File: src/common/dahg_pkg.sv
// Package with constants and types for the dual converter host glue.
package dahg_pkg;
  localparam int unsigned CLK_PERIOD_NS    = 100;
  localparam int unsigned DATA_W           = 14;
  localparam int unsigned FIFO_DEPTH       = 32;
  localparam int unsigned NUM_CONV         = 2;
  localparam int unsigned SEL_W            = 1;
  localparam int unsigned SETTLE_NS        = 400;
  localparam int unsigned SETTLE_CYC       = (SETTLE_NS + CLK_PERIOD_NS - 1) / CLK_PERIOD_NS;
  localparam int unsigned START_LOW_NS     = 200;
  localparam int unsigned START_LOW_CYC    = (START_LOW_NS + CLK_PERIOD_NS - 1) / CLK_PERIOD_NS;
  localparam int unsigned READ_LOW_CYC     = 1;
  localparam int unsigned WAIT_CYC         = 1;
  localparam int unsigned FIXED_DELAY_NS   = 10000;
  localparam int unsigned FIXED_DELAY_CYC  = FIXED_DELAY_NS / CLK_PERIOD_NS;
  localparam int unsigned CNT_W            = 8;
  localparam logic [1:0]  RESULTS_PER_CONV = 2'h2;
  localparam logic [CNT_W-1:0] CNT_RESET   = 8'h00;

  typedef enum logic [2:0] {
    DAHG_IDLE   = 3'b000,
    DAHG_START  = 3'b001,
    DAHG_CONV   = 3'b011,
    DAHG_RD_LOW = 3'b010,
    DAHG_RD_WT  = 3'b110,
    DAHG_RD_END = 3'b111,
    DAHG_SETTLE = 3'b101
  } dahg_state_e;
endpackage

File: src/common/dahg_stream_if.sv
// Interface carrying result words between glue and buffer.
`timescale 1ns/1ps
`default_nettype none
interface dahg_stream_if;
  import dahg_pkg::*;
  logic              valid;
  logic              ready;
  logic [DATA_W-1:0] data;
  logic              tag;
  modport src (output valid, output data, output tag, input ready);
  modport snk (input valid, input data, input tag, output ready);
endinterface
`default_nettype wire

File: src/rtl/dahg_host_glue.sv
// Host side glue: starts conversions, reads result pairs, buffers them.
//
// Overview of operation
// - Start comes from host or external timer.
// - Two back-to-back reads, same address.
// - Read strobe built from strobe and direction.
// - One wait state stretches each read.
// - Address strobe with direction forms read.
// - Decoded address write starts a conversion.
// - Start decode gated by write, distinct address.
// - Avoid reads while conversion is running.
// - Fixed delay may replace busy interrupt.
// - Read strobe also drives transfer acknowledge.
// - One shared read strobe feeds all converters.
// - Each converter gets its own select.
// - Reads end 400 ns before next start.
`timescale 1ns/1ps
`default_nettype none
module dahg_host_glue (
  input  wire logic                            clock_i,
  input  wire logic                            reset_i,
  input  wire logic                            ext_timer_mode_i,
  input  wire logic                            ext_start_n_i,
  input  wire logic                            host_write_i,
  input  wire logic                            start_addr_hit_i,
  input  wire logic                            use_fixed_delay_i,
  input  wire logic [dahg_pkg::SEL_W-1:0]      conv_sel_i,
  input  wire logic [dahg_pkg::NUM_CONV-1:0]   busy_i,
  input  wire logic [dahg_pkg::DATA_W-1:0]     conv_data_i,
  output logic                                 conversion_start_n_o,
  output logic                                 read_n_o,
  output logic      [dahg_pkg::NUM_CONV-1:0]   chip_sel_n_o,
  output logic                                 host_transfer_ack_n_o,
  output logic                                 host_cycle_complete_o,
  output logic                                 done_event_o,
  output logic                                 result_valid_o,
  input  wire logic                            result_ready_i,
  output logic      [dahg_pkg::DATA_W-1:0]     result_data_o,
  output logic                                 result_second_o,
  output logic                                 start_ready_o
);
  import dahg_pkg::*;

  // A read pair starts only when the FIFO has room for both words.
  // A pair therefore never straddles a stall.
  localparam int unsigned       FILL_W     = $clog2(FIFO_DEPTH) + 1;
  localparam logic [FILL_W-1:0] FILL_LIMIT = FILL_W'(FIFO_DEPTH) - FILL_W'(RESULTS_PER_CONV);

  typedef struct packed {
    dahg_state_e        state;
    logic [NUM_CONV-1:0] busy_q;
    logic               done_pend;
    logic [1:0]         rd_cnt;
    logic [CNT_W-1:0]   cnt;
    logic               read_n;
    logic [NUM_CONV-1:0] cs_n;
    logic               ack_n;
    logic               cyc_cpl;
    logic               done_ev;
    logic               push;
    logic [DATA_W-1:0]  word;
    logic               second;
    logic [SEL_W-1:0]   sel;
    logic               start_rdy;
    logic [FILL_W-1:0]  fill;
    logic               out_valid;
    logic [DATA_W-1:0]  out_word;
    logic               out_second;
  } dahg_glue_s;

  dahg_glue_s        st_ff;
  dahg_glue_s        nxt_st;
  dahg_stream_if     strm ();
  logic              start_n;
  logic              start_ev;
  logic              hold_off;
  logic              busy_fall;
  logic [DATA_W:0]   fifo_out;
  logic              fifo_valid;
  logic              fifo_take;
  logic              start_req;
  logic [NUM_CONV-1:0] busy_fall_each;

  // a start is blocked while reading or settling.
  assign hold_off = (st_ff.state != DAHG_IDLE);

  // Same request decode as the start generator.
  // Ready drops in the cycle in which a start is taken, not one cycle later.
  assign start_req = ext_timer_mode_i ? ~ext_start_n_i : (host_write_i & start_addr_hit_i);

  dahg_start_gen u_start (
    .clock_i          (clock_i),
    .reset_i          (reset_i),
    .ext_timer_mode_i (ext_timer_mode_i),
    .ext_start_n_i    (ext_start_n_i),
    .host_write_i     (host_write_i),
    .start_addr_hit_i (start_addr_hit_i),
    .hold_off_i       (hold_off),
    .start_n_o        (start_n),
    .start_event_o    (start_ev)
  );

  // busy falling edge is the completion interrupt.
  for (genvar k = 0; k < NUM_CONV; k++) begin : g_busy
    assign busy_fall_each[k] = st_ff.busy_q[k] & ~busy_i[k];
  end
  assign busy_fall = busy_fall_each[st_ff.sel];

  assign strm.valid = st_ff.push;
  assign strm.data  = st_ff.word;
  assign strm.tag   = st_ff.second;

  dahg_fifo #(
    .WIDTH (DATA_W + 1),
    .DEPTH (FIFO_DEPTH)
  ) u_fifo (
    .clock_i     (clock_i),
    .reset_i     (reset_i),
    .in_valid_i  (strm.valid),
    .in_ready_o  (strm.ready),
    .in_data_i   ({strm.tag, strm.data}),
    .out_valid_o (fifo_valid),
    .out_ready_i (fifo_take),
    .out_data_o  (fifo_out)
  );

  // The output stage refills whenever it is empty or being emptied.
  // This keeps one word per cycle while every output comes from a register.
  assign fifo_take = fifo_valid & (~st_ff.out_valid | result_ready_i);

  always_comb begin
    nxt_st         = st_ff;
    nxt_st.busy_q  = busy_i;
    nxt_st.done_ev = 1'b0;
    nxt_st.push    = 1'b0;
    // The fill count covers words in the FIFO itself, not in the output stage.
    nxt_st.fill    = st_ff.fill + FILL_W'(strm.valid & strm.ready) - FILL_W'(fifo_take);
    if (result_ready_i) begin
      nxt_st.out_valid = 1'b0;
    end
    if (fifo_take) begin
      nxt_st.out_valid  = 1'b1;
      nxt_st.out_word   = fifo_out[DATA_W-1:0];
      nxt_st.out_second = fifo_out[DATA_W];
    end
    // completion latched once; set wins over clear.
    if (busy_fall && st_ff.state == DAHG_CONV) begin
      nxt_st.done_pend = 1'b1;
      nxt_st.done_ev   = 1'b1;
    end
    if (st_ff.cnt != CNT_RESET) begin
      nxt_st.cnt = st_ff.cnt - 1'b1;
    end
    case (st_ff.state)
      DAHG_IDLE: begin
        nxt_st.start_rdy = ~start_req;
        if (start_ev) begin
          nxt_st.state     = DAHG_START;
          nxt_st.sel       = conv_sel_i;
          nxt_st.start_rdy = 1'b0;
          nxt_st.done_pend = 1'b0;
        end
      end
      DAHG_START: begin
        if (start_n) begin
          nxt_st.state = DAHG_CONV;
          nxt_st.cnt   = CNT_W'(FIXED_DELAY_CYC);
        end
      end
      DAHG_CONV: begin
        // results valid once busy is low.
        if ((!use_fixed_delay_i && (st_ff.done_pend || busy_fall)) ||
            (use_fixed_delay_i && st_ff.cnt == CNT_RESET)) begin
          // Waiting for buffer room keeps the pair from being split.
          if (strm.ready && st_ff.fill <= FILL_LIMIT) begin
            nxt_st.state  = DAHG_RD_LOW;
            nxt_st.rd_cnt = 2'h0;
            // only the selected converter is enabled.
            nxt_st.cs_n   = ~(NUM_CONV'(1) << st_ff.sel);
            // read strobe from strobe and direction.
            // same strobe shape for address-strobe hosts.
            // one read line drives every converter.
            nxt_st.read_n = 1'b0;
            nxt_st.ack_n  = 1'b0;
            nxt_st.cnt    = CNT_W'(READ_LOW_CYC);
          end
        end
      end
      DAHG_RD_LOW: begin
        if (st_ff.cnt == CNT_RESET) begin
          // single wait state before cycle complete.
          nxt_st.state = DAHG_RD_WT;
          nxt_st.cnt   = CNT_W'(WAIT_CYC);
        end
      end
      DAHG_RD_WT: begin
        if (st_ff.cnt == CNT_RESET) begin
          nxt_st.state   = DAHG_RD_END;
          nxt_st.word    = conv_data_i;
          nxt_st.second  = st_ff.rd_cnt[0];
          nxt_st.push    = 1'b1;
          nxt_st.cyc_cpl = 1'b1;
          nxt_st.read_n  = 1'b1;
          nxt_st.ack_n   = 1'b1;
          nxt_st.rd_cnt  = st_ff.rd_cnt + 2'h1;
        end
      end
      DAHG_RD_END: begin
        nxt_st.cyc_cpl = 1'b0;
        // second read to the same select.
        if (st_ff.rd_cnt != RESULTS_PER_CONV) begin
          nxt_st.state  = DAHG_RD_LOW;
          nxt_st.read_n = 1'b0;
          nxt_st.ack_n  = 1'b0;
          nxt_st.cnt    = CNT_W'(READ_LOW_CYC);
        end else begin
          if (!busy_fall) begin
            nxt_st.done_pend = 1'b0;
          end
          nxt_st.cs_n  = '1;
          nxt_st.state = DAHG_SETTLE;
          // settle gap before the next start.
          nxt_st.cnt   = CNT_W'(SETTLE_CYC);
        end
      end
      DAHG_SETTLE: begin
        if (st_ff.cnt == CNT_RESET) begin
          nxt_st.state = DAHG_IDLE;
        end
      end
      default: begin
        nxt_st.state = DAHG_IDLE;
      end
    endcase
  end

  always_ff @(posedge clock_i or posedge reset_i) begin
    if (reset_i) begin
      st_ff <= '{state:      DAHG_IDLE,
                 busy_q:     '0,
                 done_pend:  1'b0,
                 rd_cnt:     2'h0,
                 cnt:        CNT_RESET,
                 read_n:     1'b1,
                 cs_n:       '1,
                 ack_n:      1'b1,
                 cyc_cpl:    1'b0,
                 done_ev:    1'b0,
                 push:       1'b0,
                 word:       '0,
                 second:     1'b0,
                 sel:        '0,
                 start_rdy:  1'b0,
                 fill:       '0,
                 out_valid:  1'b0,
                 out_word:   '0,
                 out_second: 1'b0};
    end else begin
      st_ff <= nxt_st;
    end
  end

  assign conversion_start_n_o  = start_n;
  assign read_n_o              = st_ff.read_n;
  assign chip_sel_n_o          = st_ff.cs_n;
  assign host_transfer_ack_n_o = st_ff.ack_n;
  assign host_cycle_complete_o = st_ff.cyc_cpl;
  assign done_event_o          = st_ff.done_ev;
  assign start_ready_o         = st_ff.start_rdy;
  assign result_valid_o        = st_ff.out_valid;
  assign result_data_o         = st_ff.out_word;
  assign result_second_o       = st_ff.out_second;
endmodule
`default_nettype wire

File: src/rtl/dahg_fifo.sv
// Synchronous FIFO with valid and ready on both sides.
`timescale 1ns/1ps
`default_nettype none
module dahg_fifo #(
  parameter int unsigned WIDTH = 15,
  parameter int unsigned DEPTH = 32
) (
  input  wire logic             clock_i,
  input  wire logic             reset_i,
  input  wire logic             in_valid_i,
  output logic                  in_ready_o,
  input  wire logic [WIDTH-1:0] in_data_i,
  output logic                  out_valid_o,
  input  wire logic             out_ready_i,
  output logic      [WIDTH-1:0] out_data_o
);
  localparam int unsigned AW = $clog2(DEPTH);
  typedef struct packed {
    logic [AW-1:0] wr;
    logic [AW-1:0] rd;
    logic [AW:0]   cnt;
  } dahg_fifo_s;
  dahg_fifo_s       st_ff;
  dahg_fifo_s       nxt_st;
  logic [WIDTH-1:0] mem [DEPTH];
  logic             push;
  logic             pop;

  assign in_ready_o  = (st_ff.cnt != (AW+1)'(DEPTH));
  assign out_valid_o = (st_ff.cnt != '0);
  assign out_data_o  = mem[st_ff.rd];
  assign push        = in_valid_i & in_ready_o;
  assign pop         = out_valid_o & out_ready_i;

  always_comb begin
    nxt_st = st_ff;
    if (push) begin
      nxt_st.wr = st_ff.wr + 1'b1;
    end
    if (pop) begin
      nxt_st.rd = st_ff.rd + 1'b1;
    end
    nxt_st.cnt = st_ff.cnt + (AW+1)'(push) - (AW+1)'(pop);
  end

  always_ff @(posedge clock_i or posedge reset_i) begin
    if (reset_i) begin
      st_ff <= '0;
    end else begin
      st_ff <= nxt_st;
    end
  end

  // Storage has no reset so it maps onto plain RAM.
  always_ff @(posedge clock_i) begin
    if (push) begin
      mem[st_ff.wr] <= in_data_i;
    end
  end
endmodule
`default_nettype wire

File: src/rtl/dahg_start_gen.sv
// Conversion start generator: address decoded write or external timer.
`timescale 1ns/1ps
`default_nettype none
module dahg_start_gen (
  input  wire logic clock_i,
  input  wire logic reset_i,
  input  wire logic ext_timer_mode_i,
  input  wire logic ext_start_n_i,
  input  wire logic host_write_i,
  input  wire logic start_addr_hit_i,
  input  wire logic hold_off_i,
  output logic      start_n_o,
  output logic      start_event_o
);
  import dahg_pkg::*;
  typedef struct packed {
    logic             start_n;
    logic             ev;
    logic [CNT_W-1:0] cnt;
  } dahg_start_s;
  dahg_start_s st_ff;
  dahg_start_s nxt_st;
  logic        req;

  // decoded write starts. gated by write strobe.
  assign req = ext_timer_mode_i ? ~ext_start_n_i : (host_write_i & start_addr_hit_i);

  always_comb begin
    nxt_st    = st_ff;
    nxt_st.ev = 1'b0;
    if (st_ff.cnt != CNT_RESET) begin
      nxt_st.cnt = st_ff.cnt - 1'b1;
      if (st_ff.cnt == 8'h01) begin
        nxt_st.start_n = 1'b1;
      end
    end else if (req && !hold_off_i && st_ff.start_n) begin
      nxt_st.start_n = 1'b0;
      nxt_st.ev      = 1'b1;
      nxt_st.cnt     = CNT_W'(START_LOW_CYC);
    end
  end

  always_ff @(posedge clock_i or posedge reset_i) begin
    if (reset_i) begin
      st_ff <= '{start_n: 1'b1, ev: 1'b0, cnt: CNT_RESET};
    end else begin
      st_ff <= nxt_st;
    end
  end

  assign start_n_o     = st_ff.start_n;
  assign start_event_o = st_ff.ev;
endmodule
`default_nettype wire

File: config.mk
export PLATFORM = sky130hd
export DESIGN_NAME = dahg_host_glue
export DESIGN_NICKNAME = d
export VERILOG_FILES = /design/src/common/dahg_pkg.sv /design/src/common/dahg_stream_if.sv /design/src/rtl/dahg_host_glue.sv /design/src/rtl/dahg_fifo.sv /design/src/rtl/dahg_start_gen.sv
export SDC_FILE = /design/constraint.sdc
export NUM_CORES = 1
export LEC_CHECK = 0
export BUFFER_PORTS_ARGS = -buffer_cell sky130_fd_sc_hd__buf_2
export CORE_ASPECT_RATIO = 2
export CORE_MARGIN = 1.5
export CORE_UTILIZATION = 42
export CTS_CLUSTER_DIAMETER = 40
export DETAILED_ROUTE_END_ITERATION = 12
export MAX_ROUTING_LAYER = met4
export PLACE_DENSITY = 0.66
export SYNTH_ARGS = -nofsm -noshare
export SYNTH_HDL_FRONTEND = slang
export SYNTH_SLANG_ARGS = --single-unit
File: constraint.sdc
create_clock -name clock_i -period 2.58 [get_ports clock_i]
set_input_delay 0.258 -clock clock_i [delete_from_list [all_inputs] [get_ports clock_i]]
set_output_delay 0.258 -clock clock_i [all_outputs]
set_load 0.03 [all_outputs]
**Word-level counts from Yosys, hierarchy flattened**

Memories as Yosys holds them, arrays and structs flattened.
Cells that the tools add are included.

- Add/sub/neg operators: 9
- $lt $le $gt $ge: 2
- Eq/ne operators: 19
- Shift-type cells: 1
- Multiplexer cells: 47
- Bitwise operators: 14
- Reductions and logical operators: 30

Operators with widths:

| operator | number |
|---|---|
| two-way mux 16 bit | 3 |
| two-way mux 8 bit | 4 |
| one-hot mux 8 bit (4 select lines) | 1 |
| two-way mux 14 bit | 2 |
| two-way mux 3 bit | 9 |
| one-hot mux 3 bit (7 select lines) | 1 |
| two-way mux 1 bit | 17 |
| nonzero test 8 bit | 2 |
| subtractor 8 x 1 -> 8 bit, second input constant | 2 |
| != test 2 bit, second input constant | 7 |
| adder 6 x 1 -> 6 bit | 2 |
| subtractor 6 x 1 -> 6 bit | 2 |
| adder 5 x 1 -> 5 bit, second input constant | 2 |
| two-way mux 10 bit | 1 |
| nonzero test 2 bit | 5 |
| == test 3 bit, second input constant | 3 |
| == test 8 x 1 -> 1 bit, second input constant | 1 |
| logical NOT 8 bit | 1 |
| != test 2 x 1 -> 1 bit, second input constant | 4 |
| one-hot mux 2 bit (2 select lines) | 2 |
| AND reduction 2 bit | 4 |
| AND reduction 4 bit | 2 |
| bitwise AND 1 bit | 7 |
| AND reduction 7 bit | 1 |
| other kinds (20) | 37 |

- Register bits after elaboration: 88
- Memory bits (writable): 480
- Input port bits: 25
- Output and inout bits: 24
- Word-level logic and storage cells: 148
- Memories kept: 1

Memories:

| name | words | bits a word | rd ports | clocked after Yosys merged registers in | write ports | line | text |
|---|---|---|---|---|---|---|---|
| u_fifo.mem | 32 | 15 | 1 | 0 | 1 | dahg_fifo.sv:25 | `logic [WIDTH-1:0] mem [DEPTH];` |

**Longest topological paths before layout**

- Depth after elaboration: 9
- Mapped depth: 15
- Mapped depth without buffers: 14

**Cells and area by module**

Synthesis repeated with hierarchy kept, for this count alone.

- Cell total of the unflattened synthesis: 1,239
- Area total of the unflattened synthesis: 22,863.2 µm²

Modules (own cells, without submodules):

| module | instances | cells an instance | area an instance (µm²) | sequential area each (µm²) |
|---|---|---|---|---|
| dahg_fifo | 1 | 918 | 19,293.5 | 14,814.2 |
| dahg_host_glue | 1 | 268 | 3,000.4 | 1,530.2 |
| dahg_start_gen | 1 | 53 | 569.3 | 251.5 |

**Least setup slack after synthesis**

No wires, ideal clock.

- Path kind: reg-to-reg
- Start point: register st_ff, in the netlist result_valid_o
- End point: register st_ff[20] (netlist bit)
- Setup time: 123 ps
- Arrival: 2,574 ps
- Data required time: 2,457 ps
- Path slack: -116 ps
- Stages on the path, launching flop included: 14
- Buffers on the path: 1
- Clock period less this slack: 2,696 ps
- Cell sequence: dfrtp_1 -> nor2b_1 -> a31o_2 -> clkinv_1 -> clkbuf_1 -> ha_1 -> inv_1 -> ha_1 -> inv_1 -> fa_1 -> inv_1 -> a21o_1 -> a21oi_1 -> xnor2_1

RTL lines:

| element | line | text |
|---|---|---|
| from (decl) | dahg_host_glue.sv:71 | `dahg_glue_s st_ff;` |
| from (signal assigned) | dahg_host_glue.sv:239 | `st_ff <= '{state: DAHG_IDLE,` |
| from (signal assigned) | dahg_host_glue.sv:259 | `st_ff <= nxt_st;` |

==> flow_summary.ini <==
[placed_design]
dpl.hpwl_um = 32900
dpl_cell_area_um2 = 24300
place_ws_ps = 6.47
place.port_buffers = 48
gp_congestion = 0.844

[sta]
period_share_pct = 94.2
setup_violations = 0
setup_slack_ps = 150
tightest_slew_ps = 770
hold_viol = 0
period_needed_ps = 2430
finClkSkew_ps = 19.4
drv_slew = 0
max_slew_margin_pct = 48.4
rsz0062_at_grt = true
clock.fmax_mhz = 411
whs_ps = 63.4

[synthesis]
avgSynthCellArea_um2 = 17.4
ys_types = 61
synth_top_area_share_pct = 63.8
ys_seq_area_share_pct = 73.5
syn-num-nets = 1351
synth_edf_count = 480
synthArstFlopShare_pct = 15.3
yosysWarnings = 0
yosysTopAreaCell = edfxtp_1
ys_top_cells_by_area = edfxtp_1, dfrtp_1, mux4_2
ys.flop_type = edfxtp_1
synth_area_um2 = 22600
synth_cells = 1295
ys_ff_latch = 567

[hold_path]
min_to = result_valid_o$_DFFE_PP0P_
hold_class = in2reg
min_from = result_ready_i
worstHoldPathCells = 3

[clocking]
cts_inserted_buffers = 47
clk_latency_ps = 570
cts_tree = done
htreeDepth = 2
cts.sinks = 567
cts_max_path_buffers = 3
cts_root_buf = clkbuf_16
clk_pin_slew_worst_paths_ps = 60
cts_setup_buffers = 0

[grt]
grt_max_degree = 49
grt_pass1_wl_um = 77600
antenna_found_initial = 0
grtUsageTotal_pct = 19.6
grt_pass1_vias = 12800
grt-ovfl-total = 0

[worst_setup_path]
worstPathMaxFanout = 3
end_kind = flop
r2r_setup_slack_ps = 150
r2r_start = u_fifo.st_ff[3]$_DFF_PP0_
crit_arrival_ps = 2920
r2r_end = st_ff[21]$_DFF_PP0_
critPathLaunchType = flop
crit_required_ps = 3070
r2r.worst_path.cells = 14
critPathKind = reg2reg

[power]
p_leak_uw = 0.00911
vdd_drop_max_v = 0.000691
power_density_nw_per_um2 = 1100

[floorplan]
core_area_um2 = 53300
die_y_um = 331
num_io_pins = 49
initial_core_util_pct = 42.4
row_count = 120
die_x_um = 167
die_area_um2 = 55300

[cells_and_area]
final_cell_mix = edfxtp_1, dfrtp_1, buf_4
layout_commonest_cell = edfxtp_1
num-fill-cells = 4317
ff_latch_area_um2 = 16600
areaGrowthSynthToFinish_pct = 15.5
antenna_cells = 0
multi_input_area_um2 = 5470
drive_gt1_share_pct = 22.4
final_nets = 1485
final_area_um2 = 26100

[drt]
via_per_inst = 5.56
vias = 11900
route.antenna.remaining_nets = 0
drt_pass1_iterations = 7
drt-total-wl_um = 50800
routedWlPerCell_um = 23.8
drc_errors = 0
first_iter_violations = 865

[run_status]
status = finished clean

[flow_run]
maxCapViolCount = 0
metrics by stage:
stage	power (uW)	utilization, %	TNS (ps)	std cells
after floorplan	18400	-	-14.4	1295
after global placement	21400	45.6	0	2033
after detailed placement	21700	45.6	0	2033
after CTS	29000	48.9	0	2138
after global routing	30000	48.9	-35.1	2138
final	28700	48.9	0	2138
metal layers:
layer | vias to the layer above | share of wire, % | global-route usage [%]
met4 | 0 | 4.3 | 9.07
met3 | 105 | 4.1 | 2.25
li1 | 5319 | - | -
met2 | 320 | 55 | 36.4
met1 | 6136 | 36 | 20.6
met5 | - | 0 | -
area by class of cell:
type                            instances  area share [%]
Clock buffer                           70            5.35
Inverter                               36           0.528
Sequential cell                       567            63.7
Timing Repair Buffer                  167            5.57
Multi-Input combinational cell        610            21.0
Clock inverter                         17           0.705
Tap cell                              671            3.22
critical path, cell delays in order (launching register included):
cell	delay (ps)
dfrtp_1	390
inv_1	80
ha_1	170
buf_4	120
a31o_2	160
inv_2	50
ha_1	270
inv_1	40
ha_1	180
buf_4	130
a21o_1	140
a21oi_1	190
o21bai_1	100
a21oi_1	190
xnor2_1	150
synth_stat cells, drive strengths merged, types with 8 or more instances:
library cell	count
xor2	8
mux4	76
a2bb2oi	14
nand3	27
dfrtp	83
a22oi	28
ha	29
o211a	14
clkbuf	34
o221ai	15
buf	48
a21oi	48
o21ai	19
nand2	76
nor2	58
nand4	16
inv	35
xnor2	16
mux2i	77
o22ai	15
edfxtp	480
registers in the layout, summed over array words and instances (netlist names):
name and cells:
strm.data 14, read_n_o 1, result_second_o 1, u_fifo.mem 480
result_data_o 14, host_cycle_complete_o 1, result_valid_o 1, start_ready_o 1
st_ff 23, u_start.st_ff 8, u_start.start_event_o 1, strm.valid 1
chip_sel_n_o 2, strm.tag 1, u_fifo.st_ff 16, done_event_o 1
u_start.start_n_o 1
how the worst max path moves through the flow:
| stage | from | end | slack (ps) | cells past startpoint |
|---|---|---|---|---|
| after global placement | u_fifo.st_ff[2]$_DFF_PP0_ | st_ff[20]$_DFF_PP0_ | 30 | 14 |
| after detailed placement | u_fifo.st_ff[3]$_DFF_PP0_ | st_ff[20]$_DFF_PP0_ | 6 | 14 |
| after floorplan | result_valid_o$_DFFE_PP0P_ | st_ff[20]$_DFF_PP0_ | -10 | 13 |
| after global routing | u_fifo.st_ff[4]$_DFF_PP0_ | st_ff[20]$_DFF_PP0_ | -40 | 14 |
| after CTS | u_fifo.st_ff[3]$_DFF_PP0_ | u_fifo.st_ff[4]$_DFF_PP0_ | 20 | 13 |
| final | u_fifo.st_ff[3]$_DFF_PP0_ | st_ff[21]$_DFF_PP0_ | 150 | 14 |
report_power, final:
group	internal (uW)	switching (uW)
Sequential	11700	840
Clock	4080	3200
Combinational	3620	5270
Total	19400	9310
kinds of logic (layout without fill, tap and decap cells):
logic type / Yosys count / after routing / share of synthesized area (%)
compound gates: 180 / 180 / 5.56
buf+inv: 118 / 290 / 2.45
fa+ha+maj: 31 / 31 / 1.78
xor+xnor: 24 / 24 / 0.931
flops: 567 / 567 / 73.5
simple gates: 221 / 221 / 4.75
mux: 154 / 154 / 11.0
repair_timing:
item	4_1_cts	5_1_grt
gates resized for setup	1	7
hold endpoints to repair	55	0
endpoints found under the setup margin	1	5
gates cloned	0	0
pin swaps	0	3
hold buffers	18	0
Power figures use the tool's default switching activity.
